$ cat src/rtl/mute_pkg.sv
// constants for the two-signal T muting controller
// assumes a 100 MHz core clock and a plain one-cycle register port
`default_nettype none
package mute_pkg;
	// ------------------------------------------------------------
	// timing
	// ------------------------------------------------------------
	localparam int unsigned CLK_HZ     = 100_000_000;
	localparam int unsigned MS_PER_S   = 1000;
	localparam int unsigned MS_PER_MIN = 60000;
	localparam int unsigned MS_CYCLES  = CLK_HZ / MS_PER_S;
	// ------------------------------------------------------------
	// register offsets (byte addresses)
	// ------------------------------------------------------------
	localparam logic [7:0] OFS_CTRL     = 8'h00;
	localparam logic [7:0] OFS_GAP_MIN  = 8'h04;
	localparam logic [7:0] OFS_GAP_MAX  = 8'h08;
	localparam logic [7:0] OFS_HOLD     = 8'h0c;
	localparam logic [7:0] OFS_TIMEOUT  = 8'h10;
	localparam logic [7:0] OFS_DEACT    = 8'h14;
	localparam logic [7:0] OFS_ACT      = 8'h18;
	localparam logic [7:0] OFS_TEACH    = 8'h1c;
	localparam logic [7:0] OFS_BEAM_TOL = 8'h20;
	localparam logic [7:0] OFS_OVR_TMO  = 8'h24;
	localparam logic [7:0] OFS_STATUS   = 8'h28;
	localparam logic [7:0] OFS_IRQ_STAT = 8'h2c;
	localparam logic [7:0] OFS_IRQ_MASK = 8'h30;
	// ------------------------------------------------------------
	// control fields
	// ------------------------------------------------------------
	localparam int unsigned CTRL_DYN      = 0;
	localparam int unsigned CTRL_TOP      = 1;
	localparam int unsigned CTRL_LAMP     = 2;
	localparam int unsigned CTRL_OVR_EDGE = 3;
	localparam int unsigned CTRL_OVR_MAN  = 4;
	localparam int unsigned CTRL_INFINITE = 5;
	localparam int unsigned CTRL_W        = 6;
	// ------------------------------------------------------------
	// ranges and reset values
	// ------------------------------------------------------------
	localparam logic [5:0]  RST_CTRL     = 6'h00;
	localparam logic [9:0]  GAP_MIN_LO   = 10'h00a;
	localparam logic [9:0]  RST_GAP_MIN  = 10'h064;
	localparam logic [4:0]  GAP_MAX_LO   = 5'h01;
	localparam logic [4:0]  GAP_MAX_HI   = 5'h10;
	localparam logic [4:0]  RST_GAP_MAX  = 5'h04;
	localparam logic [9:0]  MS_HI        = 10'h3e8;
	localparam logic [15:0] TMO_LO       = 16'h000a;
	localparam logic [15:0] TMO_HI       = 16'he100;
	localparam logic [15:0] RST_TIMEOUT  = 16'h0258;
	localparam logic [11:0] TEACH_LO     = 12'h1f4;
	localparam logic [11:0] TEACH_HI     = 12'hfa0;
	localparam logic [11:0] RST_TEACH    = 12'h7d0;
	localparam logic [2:0]  TOL_HI       = 3'h6;
	localparam logic [8:0]  OVR_LO       = 9'h001;
	localparam logic [8:0]  OVR_HI       = 9'h100;
	localparam logic [8:0]  RST_OVR_TMO  = 9'h002;
	// ------------------------------------------------------------
	// interrupt events
	// ------------------------------------------------------------
	localparam int unsigned EV_START   = 0;
	localparam int unsigned EV_END     = 1;
	localparam int unsigned EV_GAP     = 2;
	localparam int unsigned EV_TIMEOUT = 3;
	localparam int unsigned EV_LAMP    = 4;
	localparam int unsigned EV_HEIGHT  = 5;
	localparam int unsigned EV_OVR_END = 6;
	localparam int unsigned EV_W       = 7;

	typedef enum logic [2:0] {
		ST_IDLE, ST_GAP, ST_MUTE, ST_HOLD, ST_BLOCK, ST_OVR, ST_LOCK
	} mute_state_t;
endpackage : mute_pkg
`default_nettype wire

$ cat src/rtl/ms_tick.sv
// millisecond strobe from the core clock
// assumes the divide count fits in 32 bits
`default_nettype none
module ms_tick #(
	parameter int unsigned DIV = 100000
) (
	input  wire logic core_clk_i,
	input  wire logic rst_i,
	output logic      tick_o
);
	logic [31:0] cnt_q;

	always_ff @(posedge core_clk_i or posedge rst_i)
	begin
		if (rst_i)
		begin
			cnt_q  <= 32'h0;
			tick_o <= 1'b0;
		end
		else if (cnt_q == DIV - 1)
		begin
			cnt_q  <= 32'h0;
			tick_o <= 1'b1;
		end
		else
		begin
			cnt_q  <= cnt_q + 32'h1;
			tick_o <= 1'b0;
		end
	end
endmodule : ms_tick
`default_nettype wire

$ cat src/rtl/mute_filter.sv
// activation and deactivation filter of one muting input
// assumes tick_i is a one-cycle millisecond strobe
`default_nettype none
module mute_filter (
	input  wire logic       core_clk_i,
	input  wire logic       rst_i,
	input  wire logic       tick_i,
	input  wire logic       raw_i,
	input  wire logic [9:0] act_ms_i,
	input  wire logic [9:0] deact_ms_i,
	output logic            level_o
);
	logic [9:0] cnt_q;
	logic [9:0] lim;

	assign lim = level_o ? deact_ms_i : act_ms_i;

	always_ff @(posedge core_clk_i or posedge rst_i)
	begin
		if (rst_i)
		begin
			cnt_q   <= 10'h0;
			level_o <= 1'b0;
		end
		else if (raw_i == level_o)
			cnt_q <= 10'h0;
		else if (cnt_q >= lim)
		begin
			cnt_q   <= 10'h0;
			level_o <= raw_i;
		end
		else if (tick_i)
			cnt_q <= cnt_q + 10'h1;
	end
endmodule : mute_filter
`default_nettype wire

$ cat src/rtl/t_mute_ctrl.sv
// two-signal bidirectional T muting controller with override
// assumes synchronous inputs and a one-cycle register port
//
// Decided for this implementation: the address-and-strobe port and the address map.
`default_nettype none
// Overview of operation
// - mute once both inputs active, any order, gap within maximum
// - end muting when either input drops, or after hold time
// - hold time 0 to 1000 ms, default 0
// - gap below minimum or above maximum refuses muting
// - minimum gap 10 to 1000 ms, default 100 ms
// - maximum gap 1 to 16 s, default 4 s
// - deactivation filter 0 to 1000 ms, default 0
// - activation filter 0 to 1000 ms, default 0
// - dynamic muting limits height to tallest seen during teach time
// - zero to six extra beams tolerated over taught height
// - start-from-top option reverses beam order
// - optional lamp check requires external lamp present
// - edge override continues after override input released
// - automatic override restart lets outputs follow curtain, keeps monitoring
// - manual override restart enters interlock until restart
// - muting requests accepted only while curtain is on
module t_mute_ctrl
	import mute_pkg::*;
#(
	parameter int unsigned MS_DIV = mute_pkg::MS_CYCLES,
	parameter int unsigned BEAMS  = 16
) (
	input  wire logic             core_clk_i,
	input  wire logic             rst_i,
	input  wire logic [7:0]       addr_i,
	input  wire logic [31:0]      wr_data_i,
	input  wire logic             wr_en_i,
	input  wire logic             rd_en_i,
	output logic      [31:0]      rd_data_o,
	input  wire logic             mute_input_a_i,
	input  wire logic             mute_input_b_i,
	input  wire logic             curtain_on_i,
	input  wire logic [BEAMS-1:0] beams_i,
	input  wire logic             lamp_ok_i,
	input  wire logic             override_i,
	input  wire logic             restart_i,
	output logic                  mute_active_o,
	output logic                  override_active_o,
	output logic                  interlock_o,
	output logic                  safety_out_o,
	output logic                  irq_o
);
	import mute_pkg::*;

	// ------------------------------------------------------------
	// helpers
	// ------------------------------------------------------------
	function automatic logic [15:0] clamp(input logic [15:0] v,
		input logic [15:0] lo, input logic [15:0] hi);
		clamp = (v < lo) ? lo : ((v > hi) ? hi : v);
	endfunction : clamp

	function automatic logic [5:0] height(input logic [BEAMS-1:0] b,
		input logic top);
		logic [5:0] h;
		h = 6'h0;
		for (int i = 0; i < BEAMS; i++)
		begin
			if (top && b[BEAMS-1-i])
				h = 6'(i + 1);
			else if (!top && b[i])
				h = 6'(i + 1);
		end
		height = h;
	endfunction : height

	// ------------------------------------------------------------
	// configuration registers
	// ------------------------------------------------------------
	logic [CTRL_W-1:0] ctrl_q;
	logic [9:0]        gap_min_q;
	logic [4:0]        gap_max_q;
	logic [9:0]        hold_q;
	logic [15:0]       timeout_q;
	logic [9:0]        deact_q;
	logic [9:0]        act_q;
	logic [11:0]       teach_q;
	logic [2:0]        tol_q;
	logic [8:0]        ovr_tmo_q;
	logic [EV_W-1:0]   irq_stat_q;
	logic [EV_W-1:0]   irq_mask_q;
	logic [15:0]       wv;

	assign wv = wr_data_i[15:0];

	always_ff @(posedge core_clk_i or posedge rst_i)
	begin
		if (rst_i)
		begin
			ctrl_q     <= RST_CTRL;
			gap_min_q  <= RST_GAP_MIN;
			gap_max_q  <= RST_GAP_MAX;
			hold_q     <= 10'h0;
			timeout_q  <= RST_TIMEOUT;
			deact_q    <= 10'h0;
			act_q      <= 10'h0;
			teach_q    <= RST_TEACH;
			tol_q      <= 3'h0;
			ovr_tmo_q  <= RST_OVR_TMO;
			irq_mask_q <= '0;
		end
		else if (wr_en_i)
		begin
			case (addr_i)
				OFS_CTRL:     ctrl_q <= wr_data_i[CTRL_W-1:0];
				OFS_GAP_MIN:  gap_min_q <= 10'(clamp(wv, 16'(GAP_MIN_LO),
					16'(MS_HI)));
				OFS_GAP_MAX:  gap_max_q <= 5'(clamp(wv, 16'(GAP_MAX_LO),
					16'(GAP_MAX_HI)));
				OFS_HOLD:     hold_q <= 10'(clamp(wv, 16'h0,
					16'(MS_HI)));
				OFS_TIMEOUT:  timeout_q <= clamp(wv, TMO_LO, TMO_HI);
				OFS_DEACT:    deact_q <= 10'(clamp(wv, 16'h0,
					16'(MS_HI)));
				OFS_ACT:      act_q <= 10'(clamp(wv, 16'h0,
					16'(MS_HI)));
				OFS_TEACH:    teach_q <= 12'(clamp(wv, 16'(TEACH_LO),
					16'(TEACH_HI)));
				OFS_BEAM_TOL: tol_q <= 3'(clamp(wv, 16'h0,
					16'(TOL_HI)));
				OFS_OVR_TMO:  ovr_tmo_q <= 9'(clamp(wv, 16'(OVR_LO),
					16'(OVR_HI)));
				OFS_IRQ_MASK: irq_mask_q <= wr_data_i[EV_W-1:0];
				default:      ;
			endcase
		end
	end

	// ------------------------------------------------------------
	// time base and input filters
	// ------------------------------------------------------------
	logic tick;
	logic in_a;
	logic in_b;

	ms_tick #(.DIV(MS_DIV)) u_tick (
		.core_clk_i (core_clk_i),
		.rst_i      (rst_i),
		.tick_o     (tick)
	);

	mute_filter u_filt_a (
		.core_clk_i (core_clk_i),
		.rst_i      (rst_i),
		.tick_i     (tick),
		.raw_i      (mute_input_a_i),
		.act_ms_i   (act_q),
		.deact_ms_i (deact_q),
		.level_o    (in_a)
	);

	mute_filter u_filt_b (
		.core_clk_i (core_clk_i),
		.rst_i      (rst_i),
		.tick_i     (tick),
		.raw_i      (mute_input_b_i),
		.act_ms_i   (act_q),
		.deact_ms_i (deact_q),
		.level_o    (in_b)
	);

	// ------------------------------------------------------------
	// sequence state
	// ------------------------------------------------------------
	mute_state_t state_q;
	mute_state_t state_d;
	logic [25:0] tmr_q;
	logic [25:0] dur_q;
	logic [5:0]  taught_q;
	logic        ovr_prev_q;
	logic [EV_W-1:0] ev;
	logic        ovr_rise;
	logic        lamp_bad;
	logic        gap_over;
	logic        dur_over;
	logic        ovr_over;
	logic        too_tall;
	logic        teach_done;
	logic [5:0]  cur_h;

	assign ovr_rise   = override_i && !ovr_prev_q;
	assign lamp_bad   = ctrl_q[CTRL_LAMP] && !lamp_ok_i;
	assign gap_over   = tmr_q >= 26'(gap_max_q) * 26'(MS_PER_S);
	assign dur_over   = !ctrl_q[CTRL_INFINITE]
		&& dur_q >= 26'(timeout_q) * 26'(MS_PER_S);
	assign ovr_over   = dur_q >= 26'(ovr_tmo_q) * 26'(MS_PER_MIN);
	assign teach_done = dur_q >= 26'(teach_q);
	assign cur_h      = height(beams_i, ctrl_q[CTRL_TOP]);
	assign too_tall   = ctrl_q[CTRL_DYN] && teach_done
		&& cur_h > taught_q + 6'(tol_q);

	always_comb
	begin
		state_d = state_q;
		ev      = '0;
		case (state_q)
			ST_IDLE:
			begin
				if (ovr_rise)
					state_d = ST_OVR;
				else if (curtain_on_i && (in_a || in_b))
					state_d = ST_GAP;
			end
			ST_GAP:
			begin
				if (!in_a && !in_b)
					state_d = ST_IDLE;
				else if (gap_over)
				begin
					state_d     = ST_BLOCK;
					ev[EV_GAP]  = 1'b1;
				end
				else if (in_a && in_b)
				begin
					if (tmr_q < 26'(gap_min_q))
					begin
						state_d    = ST_BLOCK;
						ev[EV_GAP] = 1'b1;
					end
					else if (lamp_bad)
					begin
						state_d     = ST_BLOCK;
						ev[EV_LAMP] = 1'b1;
					end
					else if (curtain_on_i)
					begin
						state_d      = ST_MUTE;
						ev[EV_START] = 1'b1;
					end
				end
			end
			ST_MUTE:
			begin
				if (dur_over)
				begin
					state_d        = ST_BLOCK;
					ev[EV_TIMEOUT] = 1'b1;
				end
				else if (lamp_bad)
				begin
					state_d     = ST_BLOCK;
					ev[EV_LAMP] = 1'b1;
				end
				else if (too_tall)
				begin
					state_d       = ST_BLOCK;
					ev[EV_HEIGHT] = 1'b1;
				end
				else if (!in_a || !in_b)
				begin
					state_d = (hold_q == 10'h0) ? ST_IDLE : ST_HOLD;
					ev[EV_END] = (hold_q == 10'h0);
				end
			end
			ST_HOLD:
			begin
				if (tmr_q >= 26'(hold_q) || dur_over)
				begin
					state_d    = ST_IDLE;
					ev[EV_END] = 1'b1;
				end
			end
			ST_BLOCK:
			begin
				if (ovr_rise)
					state_d = ST_OVR;
				else if (!in_a && !in_b)
					state_d = ST_IDLE;
			end
			ST_OVR:
			begin
				if (ovr_over || (!ctrl_q[CTRL_OVR_EDGE] && !override_i))
				begin
					state_d = ctrl_q[CTRL_OVR_MAN] ? ST_LOCK : ST_IDLE;
					ev[EV_OVR_END] = 1'b1;
				end
			end
			ST_LOCK:
			begin
				if (restart_i)
					state_d = ST_IDLE;
			end
			default: state_d = ST_IDLE;
		endcase
	end

	always_ff @(posedge core_clk_i or posedge rst_i)
	begin
		if (rst_i)
			state_q <= ST_IDLE;
		else
			state_q <= state_d;
	end

	always_ff @(posedge core_clk_i or posedge rst_i)
	begin
		if (rst_i)
			ovr_prev_q <= 1'b0;
		else
			ovr_prev_q <= override_i;
	end

	// gap and hold timer restarts on every state change
	always_ff @(posedge core_clk_i or posedge rst_i)
	begin
		if (rst_i)
			tmr_q <= 26'h0;
		else if (state_d != state_q)
			tmr_q <= 26'h0;
		else if (tick)
			tmr_q <= tmr_q + 26'h1;
	end

	// muting or override duration, kept across hold
	always_ff @(posedge core_clk_i or posedge rst_i)
	begin
		if (rst_i)
			dur_q <= 26'h0;
		else if ((state_d == ST_MUTE && state_q != ST_MUTE && state_q != ST_HOLD)
			|| (state_d == ST_OVR && state_q != ST_OVR))
			dur_q <= 26'h0;
		else if (tick)
			dur_q <= dur_q + 26'h1;
	end

	// tallest material seen during the teach window
	always_ff @(posedge core_clk_i or posedge rst_i)
	begin
		if (rst_i)
			taught_q <= 6'h0;
		else if (state_q != ST_MUTE && state_q != ST_HOLD)
			taught_q <= 6'h0;
		else if (!teach_done && cur_h > taught_q)
			taught_q <= cur_h;
	end

	// ------------------------------------------------------------
	// outputs
	// ------------------------------------------------------------
	always_ff @(posedge core_clk_i or posedge rst_i)
	begin
		if (rst_i)
		begin
			mute_active_o     <= 1'b0;
			override_active_o <= 1'b0;
			interlock_o       <= 1'b0;
			safety_out_o      <= 1'b0;
		end
		else
		begin
			mute_active_o     <= state_d == ST_MUTE || state_d == ST_HOLD;
			override_active_o <= state_d == ST_OVR;
			interlock_o       <= state_d == ST_LOCK;
			safety_out_o      <= state_d != ST_LOCK && (curtain_on_i
				|| state_d == ST_MUTE || state_d == ST_HOLD
				|| state_d == ST_OVR);
		end
	end

	// ------------------------------------------------------------
	// interrupts
	// ------------------------------------------------------------
	always_ff @(posedge core_clk_i or posedge rst_i)
	begin
		if (rst_i)
			irq_stat_q <= '0;
		else if (wr_en_i && addr_i == OFS_IRQ_STAT)
			irq_stat_q <= (irq_stat_q & ~wr_data_i[EV_W-1:0]) | ev;
		else
			irq_stat_q <= irq_stat_q | ev;
	end

	always_ff @(posedge core_clk_i or posedge rst_i)
	begin
		if (rst_i)
			irq_o <= 1'b0;
		else
			irq_o <= |(irq_stat_q & irq_mask_q);
	end

	// ------------------------------------------------------------
	// read port
	// ------------------------------------------------------------
	always_ff @(posedge core_clk_i or posedge rst_i)
	begin
		if (rst_i)
			rd_data_o <= 32'h0;
		else if (!rd_en_i)
			rd_data_o <= 32'h0;
		else
		begin
			case (addr_i)
				OFS_CTRL:     rd_data_o <= 32'(ctrl_q);
				OFS_GAP_MIN:  rd_data_o <= 32'(gap_min_q);
				OFS_GAP_MAX:  rd_data_o <= 32'(gap_max_q);
				OFS_HOLD:     rd_data_o <= 32'(hold_q);
				OFS_TIMEOUT:  rd_data_o <= 32'(timeout_q);
				OFS_DEACT:    rd_data_o <= 32'(deact_q);
				OFS_ACT:      rd_data_o <= 32'(act_q);
				OFS_TEACH:    rd_data_o <= 32'(teach_q);
				OFS_BEAM_TOL: rd_data_o <= 32'(tol_q);
				OFS_OVR_TMO:  rd_data_o <= 32'(ovr_tmo_q);
				OFS_STATUS:   rd_data_o <= {18'h0, taught_q, 3'h0,
					in_b, in_a, 3'(state_q)};
				OFS_IRQ_STAT: rd_data_o <= 32'(irq_stat_q);
				OFS_IRQ_MASK: rd_data_o <= 32'(irq_mask_q);
				default:      rd_data_o <= 32'h0;
			endcase
		end
	end
endmodule : t_mute_ctrl
`default_nettype wire

$ cat config.mk
export PLATFORM = sky130hd
export DESIGN_NAME = t_mute_ctrl
export DESIGN_NICKNAME = d
export VERILOG_FILES = /design/src/rtl/mute_pkg.sv /design/src/rtl/ms_tick.sv /design/src/rtl/mute_filter.sv /design/src/rtl/t_mute_ctrl.sv
export SDC_FILE = /design/constraint.sdc
export NUM_CORES = 1
export LEC_CHECK = 0
export BUFFER_PORTS_ARGS = -buffer_cell sky130_fd_sc_hd__buf_2
export CAP_MARGIN = 30
export CORE_AREA = 2 2 203 185
export CTS_CLUSTER_SIZE = 10
export DETAILED_ROUTE_END_ITERATION = 8
export DIE_AREA = 0 0 205 187
export GPL_ROUTABILITY_DRIVEN = 0
export PLACE_DENSITY = 0.72
export SLEW_MARGIN = 20
export SYNTH_ARGS = -nofsm -noshare
export SYNTH_HDL_FRONTEND = slang
export SYNTH_SLANG_ARGS = --single-unit
$ cat constraint.sdc
create_clock -name core_clk_i -period 8.2 [get_ports core_clk_i]
set_input_delay 0 -clock core_clk_i [delete_from_list [all_inputs] [get_ports core_clk_i]]
set_output_delay 0 -clock core_clk_i [all_outputs]
set_load 0.01 [all_outputs]
==> Word-level counts from Yosys, hierarchy flattened <==
Index checks and enable logic that the tools add are counted.
{ "word_totals": {"regBits": 259, "latch_bits": 0, "ram_bits": 0, "mem_bits_ro": 0, "in_bits": 66, "out_inout_bits": 37, "elab_cells": 299, "mem_count": 0} }
{ "op_classes": {"n_addsub": 6, "multipliers": 3, "div": 0, "order_cmp": 20, "eq_ne": 30, "shifts": 0, "n_mux": 116, "bitwise": 7, "reduce_logical": 88} }
{ "op_table": {"columns": ["op", "n"], "rows": [
  ["$pmux 16 s13", 1],
  ["$mux 6", 32],
  ["$mux 10", 11],
  ["$mux 26", 4],
  ["$mux 3", 20],
  ["$add 26x1->26 const B", 2],
  ["$logic_and 1x1->1", 48],
  ["$mux 16", 3],
  ["$eq 8x6->1 const B", 5],
  ["$add 32x1->32 const B", 1],
  ["$eq 32x17->1 const B", 1],
  ["$eq 8x5->1 const B", 4],
  ["$lt 16x1->1 const B", 2],
  ["$mux 1", 32],
  ["$mux 32", 1],
  ["$ge 26x10->1", 1],
  ["$ge 26x12->1", 1],
  ["$ge 26x15->1", 1],
  ["$ge 26x25->1", 1],
  ["$ge 26x26->1", 1],
  ["$lt 26x10->1", 1],
  ["$reduce_and 2->1", 13],
  ["$mux 12", 2],
  ["$mul 16x7->23 const B", 1],
  ["other kinds (41)", 81]
]} }

==> Longest topological paths before layout <==
Gate-level depths: netlist (run 1).
{ "depth": {"word_depth": 45, "ltp_mapped": 27, "mapped_depth_nobuf": 26} }

==> Modules after synthesis <==
Synthesis (run 1) repeated with hierarchy kept, for this count alone.
{ "hier_totals": {"hier_cells": 2145, "area_unflattened_um2": 20080.5} }
{ "modules_own_cells": {"columns": ["module", "instances", "cells_per_inst", "area_per_inst_um2", "seq_area_each_um2"], "rows": [
  ["t_mute_ctrl", 1, 1827, 16793.6, 4698.3],
  ["mute_filter", 2, 86, 842.1, 275.3],
  ["ms_tick", 1, 146, 1602.8, 825.8]
]} }

==> Worst setup path before layout (run 1) <==
OpenSTA, ideal clock, no wires.
{ "synth_path": {"kind": "flip-flop to flip-flop", "start": "register timeout_q[6]", "end": "register tmr_q[1]", "setup_ps": 72, "arrival_ps": 6791, "required_time_ps": 8128, "slack_ps": 1336, "stages_incl_launch_ff": 25, "path_buffers": 1, "synth_period_minus_slack_ps": 6864, "path_cell_list": "dfstp_2 fa_1 fa_1 fa_1 fa_1 ha_1 or2_2 o31ai_1 a31o_2 o21ai_0 o41a_1 and4_1 a2111oi_0 a21oi_1 xnor2_1 ha_1 and4_1 a221oi_1 o221a_2 nand2b_1 o32a_2 a31oi_1 o211ai_4 buf_6 nor2_1"} }
{ "synth_between": {"elab_chain_cells": 8, "elab_cells_between_ends": 10, "cone_classes": "mul: 1; order compare: 1; eq/ne: 1; mux: 4; reduce/logical: 3"} }
{ "synth_lines": {"columns": ["element", "line_no", "text"], "rows": [
  ["from (decl)", "t_mute_ctrl.sv:80", "logic [15:0] timeout_q;"],
  ["from (signal assigned)", "t_mute_ctrl.sv:118", "OFS_TIMEOUT: timeout_q <= clamp(wv, TMO_LO, TMO_HI);"],
  ["$mul 16x7->23 *", "t_mute_ctrl.sv:191", "&& dur_q >= 26'(timeout_q) * 26'(MS_PER_S);"],
  ["$ge 26x26->1 *", "t_mute_ctrl.sv:191", null],
  ["$logic_and 1x1->1 *", "t_mute_ctrl.sv:191", null],
  ["$logic_or 1x1->1", "t_mute_ctrl.sv:263", "if (tmr_q >= 26'(hold_q) || dur_over)"],
  ["$mux 3", "t_mute_ctrl.sv:263", null],
  ["$pmux 3 s7 *", "t_mute_ctrl.sv:202", "case (state_q)"],
  ["$ne 3x3->1 *", "t_mute_ctrl.sv:314", "else if (state_d != state_q)"],
  ["$mux 26 or $reduce_bool 2->1 (tied branches)", null, null],
  ["to (signal assigned)", "t_mute_ctrl.sv:317", "tmr_q <= tmr_q + 26'h1;"],
  ["to (decl)", "t_mute_ctrl.sv:173", "logic [25:0] tmr_q;"]
]} }
Every way passes the cells marked *; elsewhere a longest branch is shown, timed or not.
A chain may end at the register's enable or synchronous reset.

==> Worst setup path after layout (run 1) <==
{ "layout_path": {"start": "register timeout_q[4]", "end": "register tmr_q[1]"} }
The elaborated chain is that of the path after synthesis.

==> results.yml, run 1 <==
outcome:
  status: "complete, no violations"
detailed_routing:
  routedWlPerCell_um: 19.9
  drtPass1Iterations: 9
  drc: 0
  viasPerCell: 6.01
  drt-total-wl_um: 53400
  antenna_left: 0
  num_vias: 16100
  drt-initial-drc-count: 1862
timing:
  relSlewSlack: 0.322
  worst_pin_slew_ns: 1.01
  rsz0062_at_grt: "false"
  drv_slew: 0
  post-route-period-util: 0.955
  finalCriticalPeriod_ns: 7.83
  fmaxAchievable_mhz: 128
  tns_ns: 0
  finalSetupViolCount: 0
  hold_violations: 0
  fin_skew_ns: 0.0133
  fin_worst_hold_slack_ns: 0.0415
final_layout:
  final_util: 0.594
  nNetsFinal: 2584
  mostFrequentLayoutCells: "255 x ha_1, 227 x dfrtp_1, 186 x nor2_1"
  area_growth_pct: 10.5
  final_common_cell: "ha_1"
  drive_gt1_frac: 0.0807
  final_area_um2: 21700
  fillers: 3137
cts:
  clockBufferDepth: 3
  cts_root_buf: "clkbuf_16"
  htreeDepth: 1
  insertion_delay_ns: 0.57
  post_cts_buffers: 0
  cts_tree: "done"
  cts_resized: 0
  cts_buffers: 29
  cts_hold_buf: 30
  cts_num_sinks: 242
  cts.clk_slew.worst_paths_ns: 0.06
worst_setup_path:
  end_kind: "flop"
  crit_top_cell: "fa_1"
  r2r-start: "timeout_q[4]"
  crit_type: "reg -> reg"
  start_kind: "flop"
  crit_buf_inv: 2
  worstPathArrival_ns: 8.32
  crit_fanout: 26
  cp_top_family: "adder cells"
  slowest_stage: "dfstp_2"
  worstPathRequired_ns: 8.69
  cpPeakStageDelay_ns: 0.69
  startpoint: "timeout_q[4]"
placed_design:
  dp_hpwl_um: 40800
  postPlaceCellArea_um2: 20500
  port_buffers: 70
global_route:
  gr-usage-met3: 0.0578
  grt_use_total: 0.283
  gr-total-overflow: 0
  grt_pass1_wl_um: 86400
  gr-usage-met1: 0.396
  grt_max_degree: 97
  grt_pass1_vias: 16100
  antenna_found_initial: 2
  met2_usage: 0.438
  grt_busiest_layer: "met2"
synth:
  synthArstFlopShare: 1.00
  synth_cells: 2077
  avgSynthCellArea_um2: 9.45
  synth_enable_flop_cells: 0
  synthTopCellsByArea: "dfrtp_1 29%, ha_1 16%, fa_1 9.5%"
  yosysSeqAreaShare: 0.309
  synth-seq-cells: 242
  yosysWarnings: 0
  yosysUniqueCellTypes: 76
  syn_area_um2: 19600
  yosysTopAreaCellShare: 0.289
  synth_area_leader_cell: "dfrtp_1"
  synthFlopType: "dfrtp_1"
die:
  die_x_um: 205
  start_util: 0.537
  core_um2: 36600
  rows: 67
  ioPinCount: 103
  die-area_um2: 38300
  die_height_um: 187
hold_path:
  hold_class: "in -> reg"
  worstHoldStart: "beams_i[0]"
pwr:
  p_total_mw: 3.46
  leakagePower_nw: 10.7
  p_per_area_nw_per_um2: 160
  peakVddDrop_v: 0.000184
run:
  drv_cap: 0
layout make-up:
| cell class | instances | area, um^2 | share of cell area |
|---|---|---|---|
| diodes | 2 | 5.00 | 0.000231 |
| clock buffers | 52 | 872 | 0.0402 |
| clock inverters | 1 | 8.76 | 0.000404 |
| inverters | 176 | 668 | 0.0308 |
| multi-input cells | 1605 | 12600 | 0.582 |
| flip-flops and latches | 242 | 6070 | 0.280 |
| well taps | 483 | 604 | 0.0279 |
| repair buffers | 116 | 830 | 0.0382 |
power breakdown:
group	switching (mW)	internal, mW
logic	0.550	0.361
registers	0.0859	1.24
clock network	0.511	0.709
final timing paths:
path	endpoint	slack (ns)	cells past startpoint
worst max-delay path	tmr_q[1]	0.37	25
worst min-delay path	taught_q[0]	0.04	4
worst max register to register	tmr_q[1]	0.37	25
worst min register to register	u_tick.cnt_q[0]	0.45	1
max in group asynchronous	rd_data_o[4]	6.96	5
min in group asynchronous	u_filt_b.cnt_q[9]	0.11	3
Yosys cell counts (35+ instances only):
master and n:
a21oi_1 95, nand2_1 184, clkbuf_1 46, xnor2_1 71
nor2_1 186, inv_1 176, and3_1 35, xor2_1 72
nand3_1 60, dfrtp_1 227, ha_1 255, o21ai_0 99
fa_1 93
registers in the layout (all words and copies together), names as in the netlist, 12 cells and up:
signal	flops
dur_q	26
rd_data_o	16
teach_q	12
timeout_q	16
tmr_q	26
u_tick.cnt_q	32
worst reg2reg max path, cell delays in order, from the launching register on:
cell,delay (ns)
dfstp_2,0.69
fa_1,0.51
fa_1,0.58
fa_1,0.44
fa_1,0.48
ha_1,0.38
and3_1,0.19
a21oi_1,0.16
a31o_2,0.22
o21ai_0,0.15
o41a_1,0.37
and4_1,0.22
a2111oi_0,0.68
a21oi_1,0.18
xnor2_1,0.17
ha_1,0.30
and4_1,0.18
a221oi_1,0.30
buf_4,0.20
nor2_1,0.04
nor2_1,0.34
nand4_1,0.21
a31oi_1,0.30
o211ai_4,0.14
buf_12,0.18
nor2_1,0.13
per-stage QoR:
stage                     cells  setup WS (ns)
after floorplan            2092           1.34
after global placement     2586          0.686
after detailed placement   2589          0.445
after CTS                  2672          0.397
after global routing       2676        0.00181
final                      2677          0.365
cell families after synthesis:
logic type,Yosys count,share of synthesized area
and+or+nand+nor,651,0.159
other,1,0.000191
buffers and inverters,245,0.0508
xor gates and xnor gates,143,0.0638
muxes,43,0.0231
DFF,242,0.309
adders and majority gates,348,0.257
AOI/OAI and AO/OA,404,0.137
layer usage:
metal	wire, um	vias up
met5	0	-
li1	-	7460
met1	23100	7837
met4	2040	0
met2	23500	643
met3	4740	145
Power figures use the tool's default switching activity.
==> run 2, diff against run 1 <==
Settings changed: CAP_MARGIN 30 to 20, CORE_AREA 2 2 203 185 to 2 2 205 187, DIE_AREA 0 0 205 187 to 0 0 207 189, GPL_TIMING_DRIVEN set to 0, SYNTH_HIERARCHICAL set to 1.
==> run 2 against run 1 <==
  * Sequential power about the same
  * Cell count increased by 5.2%
  * First-iteration DRC count decreased by 8.6%
  * Maximum frequency fell by 0.20%
  * Global-route usage fell by 0.49 points
  * Critical path type unchanged
  * Hold slack gained 0.0054 ns
  * Die area is 2.1% higher
  * Non-clock buffer count grew 75
  * Critical endpoint is now tmr_q[13]
  * Critical path depth up 2
  * Cell area grew 4.1%
  * Combinational power rose by 66%
  * Sequential cell count is the same
==> results.yml, run 2 <==
outcome:
  status: "complete, no violations"
run:
  drv_cap: 0
final_layout:
  diodes: 0
  fillers: 3126
  final_util: 0.612
  drive_gt1_frac: 0.104
  nNetsFinal: 2725
  area_growth_pct: 12.4
  top_register: "u_tick/cnt_q"
  largest_register_ff_count: 32
  final_common_cell: "ha_1"
  top_regs: "u_tick/cnt_q: 32 flops, dur_q: 26 flops, tmr_q: 26 flops"
  mostFrequentLayoutCells: "253 x ha_1, 222 x dfrtp_1, 212 x nand2_1"
timing:
  post-route-period-util: 0.957
  hold_violations: 0
  finalSetupViolCount: 0
  timing.final.ws_setup_ns: 0.349
  fin_worst_hold_slack_ns: 0.0469
  finalCriticalPeriod_ns: 7.85
  drv_slew: 0
  fmaxAchievable_mhz: 127
  relSlewSlack: 0.417
  worst_pin_slew_ns: 0.866
  tns_ns: 0
  rsz0062_at_grt: "false"
  fin_skew_ns: 0.0256
synth:
  synth_cells: 2145
  yosysSeqAreaShare: 0.303
  yosysUniqueCellTypes: 82
  synth_area_leader_cell: "dfrtp_1"
  synth_enable_flop_cells: 0
  yosysMostFrequentCell: "ha_1"
  syn_area_um2: 20100
  yosysWarnings: 6
  yosysTopAreaCellShare: 0.283
  avgSynthCellArea_um2: 9.36
  synthTopCellsByArea: "dfrtp_1 28%, ha_1 16%, fa_1 9.3%"
  synthArstFlopShare: 1.00
  synth_common_cells: "255 x ha_1, 227 x dfrtp_1, 212 x nand2_1"
  synthFlopType: "dfrtp_1"
  synth-seq-cells: 242
die:
  ioPinCount: 103
  die_height_um: 189
  die_x_um: 207
  die-area_um2: 39100
  start_util: 0.544
  rows: 67
  core_um2: 36900
detailed_routing:
  drtPass1Iterations: 9
  drc: 0
  wl_met2_um: 24000
  routedWlPerCell_um: 19.4
  num_vias: 16800
  antenna_left: 0
  drt-total-wl_um: 54800
  top_layer_used: "met4"
  drt-initial-drc-count: 1702
  viasPerCell: 5.97
  met1_length_um: 24300
  dr_wl_met3_um: 4620
placed_design:
  dp_hpwl_um: 42300
  port_buffers: 67
  place_ws_ns: -0.227
cts:
  cts_tree: "done"
  cts_root_buf: "clkbuf_16"
  cts_num_sinks: 242
  clockBufferDepth: 3
  cts_buffers: 29
  insertion_delay_ns: 0.58
  htreeDepth: 1
  cts.clk_slew.worst_paths_ns: 0.06
hold_path:
  hold_class: "in -> reg"
global_route:
  grt_pass1_wl_um: 88000
  antenna_found_initial: 0
  grt_max_degree: 108
  grt_use_total: 0.278
  grt_pass1_vias: 16500
  gr-total-overflow: 0
pwr:
  peakVddDrop_v: 0.000150
  leakagePower_nw: 10.9
  p_per_area_nw_per_um2: 179
  p_total_mw: 4.03
worst_setup_path:
  crit_type: "reg -> reg"
  r2r_setup_slack_ns: 0.35
  end_kind: "flop"
  start_kind: "flop"
  worstPathRequired_ns: 8.64
  crit_fanout: 10
  worstPathArrival_ns: 8.29
## run 2: changes by cell type in the layout (fill, tap and decap cells not counted), sizes merged, moves of 8 or more
cell | previous run | this run
clkbuf | 52 | 96
nand4 | 34 | 46
nor3 | 34 | 60
nand3 | 60 | 76
a22o | 31 | 22
xor2 | 72 | 61
and4 | 5 | 15
nor4b | 1 | 9
buf | 85 | 114
and3 | 36 | 24
inv | 177 | 192
nand2 | 184 | 212
## run 2: final timing paths
check / to / cells past startpoint / startpoint
worst max-delay path: tmr_q[13] / 27 / timeout_q[2]
worst min-delay path: taught_q[2] / 6 / beams_i[8]
worst max register to register: tmr_q[13] / 27 / timeout_q[2]
worst min register to register: u_tick/cnt_q[31] / 1 / u_tick/cnt_q[31]
max in group asynchronous: ovr_tmo_q[6] / 4 / rst_i
min in group asynchronous: u_filt_a/cnt_q[0] / 3 / rst_i
## run 2: where the power goes
| group | leakage [nW] | internal, mW | total, mW | switching (mW) |
|---|---|---|---|---|
| combinational | 7.30 | 0.646 | 1.51 | 0.869 |
| clock | 0.419 | 0.689 | 1.20 | 0.507 |
| sequential | 3.20 | 1.24 | 1.32 | 0.0798 |
| total | 10.9 | 2.58 | 4.03 | 1.46 |
## run 2: stage by stage
step | cell area [um^2] | instances
after floorplan | 20100 | 2160
after global placement | 21100 | 2710
after detailed placement | 21100 | 2712
after CTS | 22400 | 2803
after global routing | 22600 | 2817
final | 22600 | 2817
## run 2: critical path, stage by stage (launching register included)
cell and delay [ns]:
dfrtp_2 0.45, buf_4 0.16, fa_1 0.50, fa_1 0.58, fa_1 0.45, fa_1 0.48
ha_1 0.37, o21a_1 0.13, o21a_1 0.17, o22a_2 0.24, a41oi_2 0.24, a21oi_1 0.12
or4_1 0.46, a31o_2 0.26, a21oi_2 0.14, xor2_1 0.09, ha_1 0.31, nand4_1 0.14
or4_1 0.48, o221ai_1 0.17, nor2_1 0.15, a31oi_4 0.31, nor4_2 0.12, or4_1 0.52
buf_2 0.17, a21oi_4 0.26, buf_8 0.20, nor3_2 0.06
## run 2: final cells by class
class	instances	area, um^2	area share
plain buffers	71	368	0.0163
well taps	483	604	0.0268
repair buffers	120	846	0.0375
clock inverters	3	30.0	0.00133
multi-input cells	1656	13100	0.580
inverters	191	724	0.0321
clock buffers	51	838	0.0371
flip-flops and latches	242	6080	0.269
## run 2: what timing repair did
| action | CTS | global route |
|---|---|---|
| resized for setup | 7 | 13 |
| setup endpoints to repair | 26 | 27 |
| hold buffers | 32 | 0 |
| pin swaps | 0 | 7 |
| buffers inserted | 5 | 14 |
| hold endpoints to repair | 195 | 0 |
## run 2: cell families after synthesis
kind of cell,after synthesis,share of synthesized area
xor gates and xnor gates,139,0.0606
buffers and inverters,262,0.0536
adders and majority gates,348,0.252
other,1,0.000187
DFF,242,0.303
and+or+nand+nor,728,0.182
muxes,46,0.0245
AOI/OAI and AO/OA,379,0.125
## run 2: per-layer routing
metal / GRT usage / vias to the layer above
met5: 0 / -
met3: 0.0476 / 123
met4: 0.0849 / 0
li1: - / 7862
met1: 0.403 / 8161
met2: 0.427 / 664
